File: config.mk
export PLATFORM = sky130hd
export DESIGN_NAME = acpm_port_mux
export DESIGN_NICKNAME = d
export VERILOG_FILES = /design/src/design/acpm_pin_cell.v /design/src/design/acpm_port_mux.v
export VERILOG_INCLUDE_DIRS = /design/src /design/src/shared
export SDC_FILE = /design/constraint.sdc
export NUM_CORES = 1
export LEC_CHECK = 0
export BUFFER_PORTS_ARGS = -buffer_cell sky130_fd_sc_hd__buf_2
export CAP_MARGIN = 20
export CORE_MARGIN = 1
export CORE_UTILIZATION = 40
export CTS_CLUSTER_SIZE = 20
export DETAILED_ROUTE_END_ITERATION = 8
export PLACE_DENSITY = 0.76
export SETUP_SLACK_MARGIN = 0.5
export SLEW_MARGIN = 20
export SYNTH_ARGS = -nofsm -noshare
export SYNTH_HDL_FRONTEND = slang
export SYNTH_SLANG_ARGS = --single-unit
File: constraint.sdc
create_clock -name clk -period 1.6 [get_ports clk]
set_input_delay 0.08 -clock clk [delete_from_list [all_inputs] [get_ports clk]]
set_output_delay 0.08 -clock clk [all_outputs]
set_load 0.05 [all_outputs]
File: src/shared/acpm_regs.vh
// Purpose: register offsets, field positions and reset values of the address and bus control port mux
// Assumes: eight-bit register port, byte offsets
// Notes:   definitions only
`ifndef ACPM_REGS_VH
`define ACPM_REGS_VH

// register port widths
`define ACPM_ADDR_W          5
`define ACPM_DATA_W          8

// offsets of the low address port
`define ACPM_OFF_LA_DATA     5'h0C
`define ACPM_OFF_LA_DIR      5'h0E
`define ACPM_OFF_LA_FUNC     5'h0F

// offsets of the bus control port
`define ACPM_OFF_BC_DATA     5'h0D
`define ACPM_OFF_BC_DIR      5'h10
`define ACPM_OFF_BC_FUNC     5'h11

// read-only block status
`define ACPM_OFF_STATUS      5'h12

// reset values
`define ACPM_RST_LA_DATA     8'h00
`define ACPM_RST_LA_DIR      8'h00
`define ACPM_RST_LA_FUNC     8'h00
`define ACPM_RST_BC_DATA     8'hFF
`define ACPM_RST_BC_DIR      8'h00
`define ACPM_RST_BC_FUNC     8'h80

// implemented bits of the bus control direction and function registers, and the output-only pins of the port
`define ACPM_BC_DIR_MASK     8'h7C
`define ACPM_BC_FUNC_MASK    8'h9F
`define ACPM_BC_OUT_ONLY     8'h83

// field positions in the bus control port
`define ACPM_BIT_RD          0
`define ACPM_BIT_WR          1
`define ACPM_BIT_WAIT        5
`define ACPM_BIT_EXTERNAL_INTERRUPT_ZERO        6
`define ACPM_BIT_CLOCK_OUTPUT_PIN      7

// field positions in the status register
`define ACPM_ST_CLOCK_OUTPUT_PIN       0
`define ACPM_ST_RD_N         1
`define ACPM_ST_WAIT_N       2
`define ACPM_ST_EXTERNAL_INTERRUPT_ZERO         3

`endif

File: src/design/acpm_pin_cell.v
// Purpose: one registered pad driver, choosing between latch data and an alternate function
// Assumes: single clock, synchronous active-high reset
// Notes:   output enable is active low, so a low enable means the pin is driven
`timescale 1ns/1ps
module acpm_pin_cell #(
   parameter RST_OUT  = 1'b0,
   parameter RST_OE_N = 1'b1
) (
   input  wire clk,
   input  wire srst,
   input  wire drive,
   input  wire fn_sel,
   input  wire fn_val,
   input  wire latch,
   output reg  pin_out_q,
   output reg  pin_oe_n_q
);

   // registered so that the pad never sees a combinational glitch
   always @(posedge clk) begin
      if (srst) begin
         pin_out_q  <= RST_OUT;
         pin_oe_n_q <= RST_OE_N;
      end else begin
         pin_out_q  <= fn_sel ? fn_val : latch;
         pin_oe_n_q <= ~drive;
      end
   end

endmodule // acpm_pin_cell

File: src/design/acpm_port_mux.v
// Purpose: pin-function logic for the low address port and the bus control port
// Assumes: all pin and core inputs are synchronous to clk (20 MHz)
// Notes:   direction and function registers are write-only and read back as zero;
//          write and bus acknowledge alternate functions are not modelled, those pins stay plain ports
`timescale 1ns/1ps
`include "acpm_regs.vh"

module acpm_port_mux (
   input  wire                     clk,
   input  wire                     srst,
   // register port
   input  wire [`ACPM_ADDR_W-1:0]  reg_addr,
   input  wire [`ACPM_DATA_W-1:0]  reg_wdata,
   input  wire                     reg_wr,
   input  wire                     reg_rd,
   output reg  [`ACPM_DATA_W-1:0]  reg_rdata_q,
   // core bus side
   input  wire [7:0]               core_addr_lo,
   input  wire                     core_rd_cyc,
   input  wire                     core_ext_area,
   output reg                      core_wait_n_q,
   output reg                      core_external_interrupt_zero_q,
   // low address port pins
   input  wire [7:0]               la_pin_in,
   output wire [7:0]               la_pin_out,
   output wire [7:0]               la_pin_oe_n,
   // bus control port pins
   input  wire [7:0]               bc_pin_in,
   output wire [7:0]               bc_pin_out,
   output wire [7:0]               bc_pin_oe_n,
   output reg  [7:0]               bc_pullup_en_q
);

   // software-visible state
   reg  [7:0] la_data_q;
   reg  [7:0] la_dir_q;
   reg  [7:0] la_func_q;
   reg  [7:0] bc_data_q;
   reg  [7:0] bc_dir_q;
   reg  [7:0] bc_func_q;

   // generated signals
   reg        clock_output_pin_q;
   reg        rd_strobe_n_q;
   reg        rd_strobe_n_d;

   // per-pin drive decisions feeding the pad cells
   wire [7:0] la_drive;
   wire [7:0] la_fn_sel;
   wire [7:0] bc_drive;
   wire [7:0] bc_fn_sel;
   wire [7:0] bc_fn_val;

   // register write strobes
   wire       wr_la_data;
   wire       wr_la_dir;
   wire       wr_la_func;
   wire       wr_bc_data;
   wire       wr_bc_dir;
   wire       wr_bc_func;

   // pin readback: output pins show their latch, input pins show the pad
   function [7:0] pin_view;
      input [7:0] dir;
      input [7:0] latch;
      input [7:0] pad;
      begin
         pin_view = (dir & latch) | (~dir & pad);
      end
   endfunction

   // write strobe for one register offset
   function reg_hit;
      input                    strobe;
      input [`ACPM_ADDR_W-1:0] addr;
      input [`ACPM_ADDR_W-1:0] offset;
      begin
         reg_hit = strobe & (addr == offset);
      end
   endfunction

   // address decode of the write port
   assign wr_la_data = reg_hit(reg_wr, reg_addr, `ACPM_OFF_LA_DATA);
   assign wr_la_dir  = reg_hit(reg_wr, reg_addr, `ACPM_OFF_LA_DIR);
   assign wr_la_func = reg_hit(reg_wr, reg_addr, `ACPM_OFF_LA_FUNC);
   assign wr_bc_data = reg_hit(reg_wr, reg_addr, `ACPM_OFF_BC_DATA);
   assign wr_bc_dir  = reg_hit(reg_wr, reg_addr, `ACPM_OFF_BC_DIR);
   assign wr_bc_func = reg_hit(reg_wr, reg_addr, `ACPM_OFF_BC_FUNC);

   // low address port registers; order of direction and function writes is up to software
   always @(posedge clk) begin
      if (srst) begin
         la_data_q <= `ACPM_RST_LA_DATA;
         la_dir_q  <= `ACPM_RST_LA_DIR;
         la_func_q <= `ACPM_RST_LA_FUNC;
      end else begin
         if (wr_la_data) begin
            la_data_q <= reg_wdata;
         end
         if (wr_la_dir) begin
            la_dir_q <= reg_wdata;
         end
         if (wr_la_func) begin
            la_func_q <= reg_wdata;
         end
      end
   end

   // bus control port registers; unimplemented bits are held at zero by masking
   always @(posedge clk) begin
      if (srst) begin
         bc_data_q <= `ACPM_RST_BC_DATA;
         bc_dir_q  <= `ACPM_RST_BC_DIR;
         bc_func_q <= `ACPM_RST_BC_FUNC;
      end else begin
         if (wr_bc_data) begin
            bc_data_q <= reg_wdata;
         end
         if (wr_bc_dir) begin
            bc_dir_q <= reg_wdata & `ACPM_BC_DIR_MASK;
         end
         if (wr_bc_func) begin
            bc_func_q <= reg_wdata & `ACPM_BC_FUNC_MASK;
         end
      end
   end

   // clock output: half the system clock, running from reset so pin 7 carries it at once
   always @(posedge clk) begin
      if (srst) begin
         clock_output_pin_q <= 1'b1;
      end else begin
         clock_output_pin_q <= ~clock_output_pin_q;
      end
   end

   // read strobe: latch bit 0 low strobes every read, high only external reads
   always @* begin
      rd_strobe_n_d = 1'b1;
      if (core_rd_cyc) begin
         if (!bc_data_q[`ACPM_BIT_RD]) begin
            rd_strobe_n_d = 1'b0;
         end else if (core_ext_area) begin
            rd_strobe_n_d = 1'b0;
         end
      end
   end

   // strobe kept as its own flop so the status register can report it
   always @(posedge clk) begin
      if (srst) begin
         rd_strobe_n_q <= 1'b1;
      end else begin
         rd_strobe_n_q <= rd_strobe_n_d;
      end
   end

   // wait and interrupt inputs reach the core only while their pin is an input
   always @(posedge clk) begin
      if (srst) begin
         core_wait_n_q <= 1'b1;
         core_external_interrupt_zero_q   <= 1'b0;
      end else begin
         core_wait_n_q <= bc_dir_q[`ACPM_BIT_WAIT] | bc_pin_in[`ACPM_BIT_WAIT];
         core_external_interrupt_zero_q   <= ~bc_dir_q[`ACPM_BIT_EXTERNAL_INTERRUPT_ZERO] & bc_pin_in[`ACPM_BIT_EXTERNAL_INTERRUPT_ZERO];
      end
   end

   // pull-ups follow the latch on input pins; output-only pins never need one
   always @(posedge clk) begin
      if (srst) begin
         bc_pullup_en_q <= `ACPM_RST_BC_DATA & ~`ACPM_BC_OUT_ONLY;
      end else begin
         bc_pullup_en_q <= ~bc_dir_q & bc_data_q & ~`ACPM_BC_OUT_ONLY;
      end
   end

   // low address port: address only when both direction and function bits are set
   assign la_drive  = la_dir_q;
   assign la_fn_sel = la_dir_q & la_func_q;

   // bus control port: output-only pins always drive, others follow their direction bit
   assign bc_drive  = bc_dir_q | `ACPM_BC_OUT_ONLY;
   assign bc_fn_sel = {bc_func_q[`ACPM_BIT_CLOCK_OUTPUT_PIN], 6'h00, bc_func_q[`ACPM_BIT_RD]};
   assign bc_fn_val = {clock_output_pin_q, 6'h00, rd_strobe_n_d};

   // pad cells: sixteen registered drivers, differing only in reset values
   genvar gi;
   generate
      for (gi = 0; gi < 8; gi = gi + 1) begin : g_pins
         acpm_pin_cell #(
            .RST_OUT  (1'b0),
            .RST_OE_N (1'b1)
         ) u_la_cell (
            .clk        (clk),
            .srst       (srst),
            .drive      (la_drive[gi]),
            .fn_sel     (la_fn_sel[gi]),
            .fn_val     (core_addr_lo[gi]),
            .latch      (la_data_q[gi]),
            .pin_out_q  (la_pin_out[gi]),
            .pin_oe_n_q (la_pin_oe_n[gi])
         );
         acpm_pin_cell #(
            .RST_OUT  (1'b1),
            .RST_OE_N (((`ACPM_BC_OUT_ONLY >> gi) & 8'h01) == 8'h00)
         ) u_bc_cell (
            .clk        (clk),
            .srst       (srst),
            .drive      (bc_drive[gi]),
            .fn_sel     (bc_fn_sel[gi]),
            .fn_val     (bc_fn_val[gi]),
            .latch      (bc_data_q[gi]),
            .pin_out_q  (bc_pin_out[gi]),
            .pin_oe_n_q (bc_pin_oe_n[gi])
         );
      end
   endgenerate

   // read port: data one cycle after the strobe, write-only and unmapped offsets read zero
   always @(posedge clk) begin
      if (srst) begin
         reg_rdata_q <= 8'h00;
      end else if (reg_rd) begin
         case (reg_addr)
            `ACPM_OFF_LA_DATA: begin
               reg_rdata_q <= pin_view(la_dir_q, la_data_q, la_pin_in);
            end
            `ACPM_OFF_BC_DATA: begin
               reg_rdata_q <= pin_view(bc_drive, bc_data_q, bc_pin_in);
            end
            `ACPM_OFF_STATUS: begin
               reg_rdata_q <= {4'h0, core_external_interrupt_zero_q, core_wait_n_q, rd_strobe_n_q, clock_output_pin_q};
            end
            default: begin
               reg_rdata_q <= 8'h00;
            end
         endcase
      end else begin
         reg_rdata_q <= 8'h00;
      end
   end

endmodule // acpm_port_mux

# After elaboration in Yosys (flattened, before gate mapping)
# Index checks and enable logic that the tools add are counted.
# W data, S select, Z words.
word_totals:
  reg_bits: 92
  input_bits: 43
  output_inout_bits: 50
  wordCells: 98
op_classes:
  n_eq_ne: 7
  muxes: 14
  bitwise_logic: 34
  reduce_logical: 1
ops:
  columns: ["op", "n"]
  rows:
  - ["$and A8 B8 Y8", 5]
  - ["$pmux W8 S3", 1]
  - ["$eq A5 B4 Y1 const B", 4]
  - ["$not A8 Y8", 2]
  - ["$or A8 B8 Y8", 2]
  - ["$eq A5 B5 Y1 const B", 3]
  - ["$not A1 Y1", 15]
  - ["$mux W1", 13]
  - ["$and A1 B1 Y1", 7]
  - ["$and A7 B7 Y7", 1]
  - ["$not A7 Y7", 1]
  - ["$reduce_or A2 Y1", 1]
  - ["$or A1 B1 Y1", 1]

# Depth between registers and ports, before layout
# Gate-level depths: netlist (run 1).
depth:
  word_depth: 4
  depth_mapped: 5
  depth_no_buf: 3

# By module
# From an unflattened synthesis (run 1), not the netlist that was laid out.
unflattened:
  cells_unflattened: 369
  area_unflattened_um2: 3485.8
by_module_without_submodules:
  columns: ["mod", "n_inst", "cells_per_inst", "area_per_inst_um2", "seq_area_each_um2"]
  rows:
  - ["acpm_port_mux", 1, 289, 2522.4, 1121.1]
  - ["acpm_pin_cell at g_pins[0].u_la_cell ...", 8, 5, 60.1, 40.0]
  - ["acpm_pin_cell at g_pins[2].u_bc_cell ...", 5, 5, 61.3, 40.0]
  - ["acpm_pin_cell at g_pins[0].u_bc_cell ...", 3, 5, 58.8, 40.0]

# Least setup slack after synthesis (run 1)
# OpenSTA, ideal clock, no wires.
synth_path:
  path_type: "input -> register"
  start: "input srst"
  end: "register reg_rdata_q[4]"
  setup_ps: 86
  arrival_time_ps: 954
  t_required_ps: 1514
  setup_slack_ps: 561
  stages: 4
  path_buffers: 1
  cell_sequence: "buf_6 nand2b_4 or4_4 a211oi_1"
synth_via:
  elab_chain_cells: 1
synth_rtl:
  columns: ["item", "line", "source"]
  rows:
  - ["from (decl)", "acpm_port_mux.v:10", "input wire srst,"]
  - ["$reduce_or A2 Y1 (no source line)", null, null]
  - ["to (signal assigned)", "acpm_port_mux.v:227", "reg_rdata_q <= pin_view(la_dir_q, la_data_q, la_pin_in);"]
  - ["to (signal assigned)", "acpm_port_mux.v:230", "reg_rdata_q <= pin_view(bc_drive, bc_data_q, bc_pin_in);"]
  - ["to (signal assigned)", "acpm_port_mux.v:233", "reg_rdata_q <= {4'h0, core_external_interrupt_zero_q, core_wait_n_q, rd_strobe_n_q, clock_output_pin_q};"]
  - ["to (decl)", "acpm_port_mux.v:16", "output reg [`ACPM_DATA_W-1:0] reg_rdata_q,"]
# No other way between the ends.
# A chain may end at the register's enable or synchronous reset.

# Final worst setup path (run 1)
layout_path:
  start: "register core_wait_n_q"
  end: "output core_wait_n_q"
layout_lines:
  columns: ["item", "line", "source"]
  rows:
  - ["from (decl)", "acpm_port_mux.v:21", "output reg core_wait_n_q,"]
  - ["from (signal assigned)", "acpm_port_mux.v:164", "core_wait_n_q <= bc_dir_q[`ACPM_BIT_WAIT] | bc_pin_in[`ACPM_BIT_WAIT];"]
# No word-level cell between the ends.

==> results of run 1 <==
==> registers in the layout, summed over array words and instances, names as in the netlist <==
| register | cells |
|---|---|
| bc_data_q | 8 |
| g_pins.u_bc_cell.pin_out_q | 8 |
| g_pins.u_la_cell.pin_oe_n_q | 8 |
| g_pins.u_la_cell.pin_out_q | 8 |
| la_data_q | 8 |
| la_dir_q | 8 |
| la_func_q | 8 |
| reg_rdata_q | 8 |
| bc_dir_q | 5 |
| bc_pullup_en_q | 5 |
| g_pins.u_bc_cell.pin_oe_n_q | 5 |
| bc_func_q | 2 |
| clock_output_pin_q | 1 |
| core_external_interrupt_zero_q | 1 |
| core_wait_n_q | 1 |
| rd_strobe_n_q | 1 |
==> worst min-delay path by stage <==
stage,startpoint,endpoint,cells past startpoint,slack [ps]
5_1_grt,reg_wdata[2],bc_data_q[2],3,20
2_1_floorplan,bc_pin_in[5],core_wait_n_q,1,180
6_report,reg_wdata[3],bc_data_q[3],3,20
3_3_place_gp,bc_pin_in[5],core_wait_n_q,2,300
4_1_cts,reg_wdata[3],bc_data_q[3],3,7
3_5_place_dp,bc_pin_in[5],core_wait_n_q,2,310
==> routing by layer <==
| layer | wire [um] | up-vias |
|---|---|---|
| met5 | 0 | - |
| met4 | 76 | 0 |
| met3 | 281 | 5 |
| met2 | 3250 | 60 |
| met1 | 3130 | 1115 |
| li1 | - | 1212 |
==> metrics by stage <==
step	cells	utilization	cell area, um2	power [uW]
CTS	510	0.491	4060	4310
detailed placement	483	0.448	3700	2470
floorplan	336	-	3440	2400
global placement	483	0.448	3700	2470
global route	510	0.491	4060	4430
finish	510	0.491	4060	4270
==> cells in the mapped netlist <==
cell / count
a211o_1: 2
a211oi_1: 6
a21o_1: 1
a21oi_1: 8
a221o_1: 1
a22o_1: 4
and2_1: 4
and3_1: 1
and4b_1: 1
buf_2: 2
buf_4: 36
buf_6: 2
clkbuf_1: 6
conb_1: 1
dfxtp_1: 85
inv_1: 9
mux2_2: 1
mux2i_1: 51
nand2_1: 22
nand2b_1: 39
nand2b_4: 2
nand3_1: 8
nand3_2: 1
nand3b_2: 1
nand4_1: 1
nand4b_4: 1
nor2_1: 20
nor2_4: 1
nor2b_1: 4
nor3_4: 1
nor3b_1: 2
nor4_1: 2
nor4bb_1: 1
o21ai_0: 2
or3_1: 1
or4_4: 1
==> final cells by class <==
| type | instances | share of cell area |
|---|---|---|
| inverters | 9 | 0.00833 |
| flip-flops and latches | 85 | 0.420 |
| multi-input cells | 196 | 0.340 |
| well taps | 105 | 0.0324 |
| clock inverters | 5 | 0.0262 |
| repair buffers | 99 | 0.139 |
| clock buffers | 11 | 0.0348 |
==> power by group <==
group	switching, uW	internal, uW	total [uW]
clock	735	1090	1820
sequential	11.4	2130	2140
combinational	179	120	299
==> kinds of logic after synthesis <==
family	synth area share
flip-flops	0.497
other	0.00110
AO/OA/AOI/OAI	0.0483
buffers and inverters	0.105
AND/OR/NAND/NOR	0.196
multiplexers	0.153
==> what timing repair did <==
| item | in CTS | in global routing |
|---|---|---|
| gates resized for setup | 0 | 1 |
| endpoints found under the setup margin | 0 | 1 |
| endpoints found under the hold margin | 11 | 0 |
| hold buffers | 11 | 0 |
==> results.txt, run 1 <==
Worst Max-Slew Pin Slew: 553 ps
Vias in the first global route: 2,329
CTS Buffer Depth: 2
Die width: 94.5 um
P&R area growth vs syn: 18.6%
Core footprint: 8260 um2
Mean Syn Cell Area: 10.3 um2
Fin crit period: 1040 ps
Worst Setup SP: core_wait_n_q
RR Startpoint: la_dir_q[2]
Worst vdd ir: 0.501 mV
Mapped Cells: 331
Drc violations: 0
Commonest non-fill, non-tap cell in the layout: dfxtp_1
Postcts setup bufs: 0
FMAX: 958 MHz
Yosys warns: 0
Path depth of the worst reg2reg path: 3
Clock Pin Slew Worst Setup and Hold Paths: 80 ps
CTS tree: yes
Gpl congestion: 0.792
Sequential element share of the synthesized area: 0.497
First-pass DRT Iterations: 4
GRT overflow: 0
Via count: 2,392
Layout cells sized above 1: 0.279
GR Util met3: 0.0306
First-pass GRT wire length: 10,600 um
Setup slack at placement: 271 ps
Worst R2R Setup Slack: 590 ps
Hpwl dp: 4880 um
Detail Route Antenna Nets: 0
Slew Limit Fails: 0
Status: complete, no violations
DR WL/cell: 13.2 um
Die Footprint: 8930 um2
Crit path depth: 1
RSZ-0062 raised after global routing: false
Drt total wl: 6740 um
Post-route clock period utilization: 0.652
Area share of the largest cell type after synthesis: 0.497
Multi-input logic area: 1380 um2
Top Family by Delay on Critical Path: flip-flops
CP max FO: 2
Initial Util: 0.414
WP data required: 1520 ps
Ant diodes: 0
Total I/O pin count: 93
Num CTS Buffers: 9
Setup crit end kind: output pin
Initial drt markers: 66
Crit path max-delay cell type: dfxtp_1
Die height: 94.5 um
Crit path buffers/inverters: 1
Clock root buffer: clkbuf_8
Synth top area cells: dfxtp_1 50%, mux2i_1 15%, buf_4 7.9%
Final setup violation count: 0
Max-slew headroom: 0.630
Vias per cell: 4.69
Met1 usage: 0.185
Power Density: 1050 nW/um2
Worst hold slack: 19.7 ps
Final setup margin: 556 ps
Gr busiest metal: met2
Setup TNS after final layout: 0 ps
Initial antenna violation count: 0
Final Hold Vio Count: 0
Row count: 33
M2 GR Usage: 0.271
Register area: 1700 um2
GRT Resource Usage Total: 0.156
Critical Path End: core_wait_n_q
Max-Cap Viols: 0
Arr. time, crit path: 960 ps
Largest net degree at the start of global routing: 57
Worst hold-check path type: input port to flip-flop
Synth unique cells: 36
Setup crit start kind: flip-flop
Cell chain of the critical path: buf_2
Crit path kind: flip-flop to output pin
H-tree depth: 3
PortBufs: 83
FF-to-FF End: reg_rdata_q[2]
Clk_lat worst skew: 340 ps
# fillers: 773
Slowest stage delay, CP: 340 ps
Synth Register Bits: 85
Clk sinks: 85
Area of the mapped netlist: 3420 um2
Synth area leader: dfxtp_1
Layout Skew: 9.87 ps
Most frequent cells in the layout: 84 x dfxtp_1, 83 x buf_2, 51 x mux2i_1
Final #Nets: 443
Leakage: 0.00173 uW
(Power assumes the default switching activity.)
==> inputs of run 2 (changes only) <==
--- a/config.mk
+++ b/config.mk
@@ -12,7 +12,7 @@
 export CORE_UTILIZATION = 40
 export CTS_CLUSTER_SIZE = 20
 export DETAILED_ROUTE_END_ITERATION = 8
-export PLACE_DENSITY = 0.76
+export PLACE_DENSITY = 0.78
 export SETUP_SLACK_MARGIN = 0.5
 export SLEW_MARGIN = 20
 export SYNTH_ARGS = -nofsm -noshare
==> constraint.sdc (replaced) <==
create_clock -name clk -period 0.9 [get_ports clk]
set_input_delay 0.045 -clock clk [delete_from_list [all_inputs] [get_ports clk]]
set_output_delay 0.045 -clock clk [all_outputs]
set_load 0.05 [all_outputs]
==> results.txt, run 2 (same netlist as run 1, synthesis figures left out) <==
Met1 usage: 0.218 (was 0.185)
Cell chain of the critical path: mux2i_2 > mux2i_1 > a22o_1 (was buf_2)
Final setup violation count: 7 (was 0)
Drt total wl: 8490 um (was 6740 um)
Power Density: 1430 nW/um2 (was 1050 nW/um2)
Commonest non-fill, non-tap cell in the layout: dfxtp_2 (was dfxtp_1)
GRT Resource Usage Total: 0.194 (was 0.156)
Violated checks: negative hold slack, negative setup slack
WP data required: 1150 ps (was 1520 ps)
Final Hold Vio Count: 19 (was 0)
CTS tree: yes (unchanged)
CTS Buffer Depth: 2 (unchanged)
Row count: 33 (unchanged)
Gpl congestion: 0.837 (was 0.792)
Crit path max-delay cell type: dfxtp_2 (was dfxtp_1)
Clock Pin Slew Worst Setup and Hold Paths: 80 ps (about the same)
Initial Util: 0.414 (unchanged)
Vias per cell: 4.80 (was 4.69)
Slew Limit Fails: 0 (unchanged)
Max-Cap Viols: 0 (unchanged)
GRT overflow: 0 (unchanged)
Via count: 2,597 (was 2,392)
Most frequent cells in the layout: 57 x dfxtp_2, 46 x mux2i_1, 46 x buf_8 (was 84 x dfxtp_1, 83 x buf_2, 51 x mux2i_1)
Layout Skew: 6.22 ps (was 9.87 ps)
H-tree depth: 3 (unchanged)
Layout cells sized above 1: 0.727 (was 0.279)
Power Total: 7780 uW (was 4270 uW)
Clk_lat worst skew: 350 ps (was 340 ps)
Crit path buffers/inverters: 0 (was 1)
Leakage: 0.00235 uW (was 0.00173 uW)
DR WL/cell: 15.7 um (was 13.2 um)
M2 GR Usage: 0.356 (was 0.271)
First-pass DRT Iterations: 4 (unchanged)
Core footprint: 8260 um2 (unchanged)
Drc violations: 0 (unchanged)
Top Family by Delay on Critical Path: multiplexers (was flip-flops)
Total I/O pin count: 93 (unchanged)
Setup crit end kind: flip-flop (was output pin)
Setup crit start kind: flip-flop (unchanged)
FMAX: 970 MHz
Final setup margin: -131 ps (was 556 ps)
First-pass GRT wire length: 12,900 um (was 10,600 um)
Path depth of the worst reg2reg path: 3 (unchanged)
Post-route clock period utilization: 1.15
Initial antenna violation count: 0 (unchanged)
Initial drt markers: 77 (was 66)
Ant diodes: 0 (unchanged)
CP max FO: 2 (unchanged)
Gr busiest metal: met2 (unchanged)
P&R area growth vs syn: 58.7% (was 18.6%)
Die width: 94.5 um (unchanged)
Final #Nets: 475 (was 443)
RSZ-0062 raised after global routing: true (was false)
PortBufs: 83 (unchanged)
Clk sinks: 85 (unchanged)
Register area: 1870 um2 (was 1700 um2)
Status: finished, violations left (was complete, no violations)
Slowest stage delay, CP: 360 ps (was 340 ps)
Detail Route Antenna Nets: 0 (unchanged)
Die height: 94.5 um (unchanged)
Hold Path Depth: 2 (was 3)
Crit path depth: 3 (was 1)
Clock root buffer: clkbuf_8 (unchanged)
Largest net degree at the start of global routing: 37 (was 57)
GR Util met3: 0.0523 (was 0.0306)
Crit path kind: flip-flop to flip-flop (was flip-flop to output pin)
Post-layout util: 0.657 (was 0.491)
Placed cell area: 4080 um2 (was 3700 um2)
Hpwl dp: 5600 um (was 4880 um)
Die Footprint: 8930 um2 (unchanged)
Design Area, Final: 5430 um2 (was 4060 um2)
Num CTS Buffers: 9 (unchanged)
Worst hold slack: -67.2 ps (was 19.7 ps)
Fin crit period: 1030 ps
Worst hold-check path type: input port to flip-flop (unchanged)
Multi-input logic area: 1790 um2 (was 1380 um2)
Arr. time, crit path: 1280 ps (was 960 ps)
# fillers: 602 (was 773)
Worst vdd ir: 1.30 mV (was 0.501 mV)
Vias in the first global route: 2,668 (was 2,329)
[run 2: routing by layer]
layer / up-vias / wire length, um / share of wire
met3: 14 / 330 / 0.039
met5: - / 0 / 0
met1: 1244 / 3480 / 0.41
li1: 1273 / - / -
met4: 0 / 190 / 0.022
met2: 66 / 4500 / 0.53
[run 2: final timing paths]
| check | startpoint | slack, ps | endpoint |
|---|---|---|---|
| worst min-delay path | bc_pin_in[5] | -70 | core_wait_n_q |
| worst max register to register | bc_dir_q[2] | -130 | reg_rdata_q[2] |
| worst max-delay path | bc_dir_q[2] | -130 | reg_rdata_q[2] |
| worst min register to register | clock_output_pin_q | 420 | clock_output_pin_q |
[run 2: area by class of cell]
class                   count  area share
multi-input cells         196       0.329
clock buffers              11      0.0279
repair buffers            131       0.250
clock inverters             4      0.0175
flip-flops and latches     85       0.345
well taps                 105      0.0242
inverters                   9     0.00622
[run 2: where the power goes]
part / total (uW) / switching (uW) / internal (uW)
Sequential: 3760 / 33.8 / 3720
Combinational: 732 / 392 / 340
Clock: 3290 / 1310 / 1980
[run 2: repair_timing]
item	4_1_cts	5_1_grt
buffers inserted	9	6
resized for setup	231	66
endpoints found under the hold margin	22	17
cloned	0	0
pin swaps	38	14
setup endpoints to repair	129	129
[run 2: per-stage QoR]
step	setup TNS [ps]	setup slack, ps	cells
floorplan	-520	-99.5	336
CTS	-420	-100	535
global route	-1020	-137	541
global placement	-5110	-185	511
finish	-386	-131	541
detailed placement	-5850	-188	511
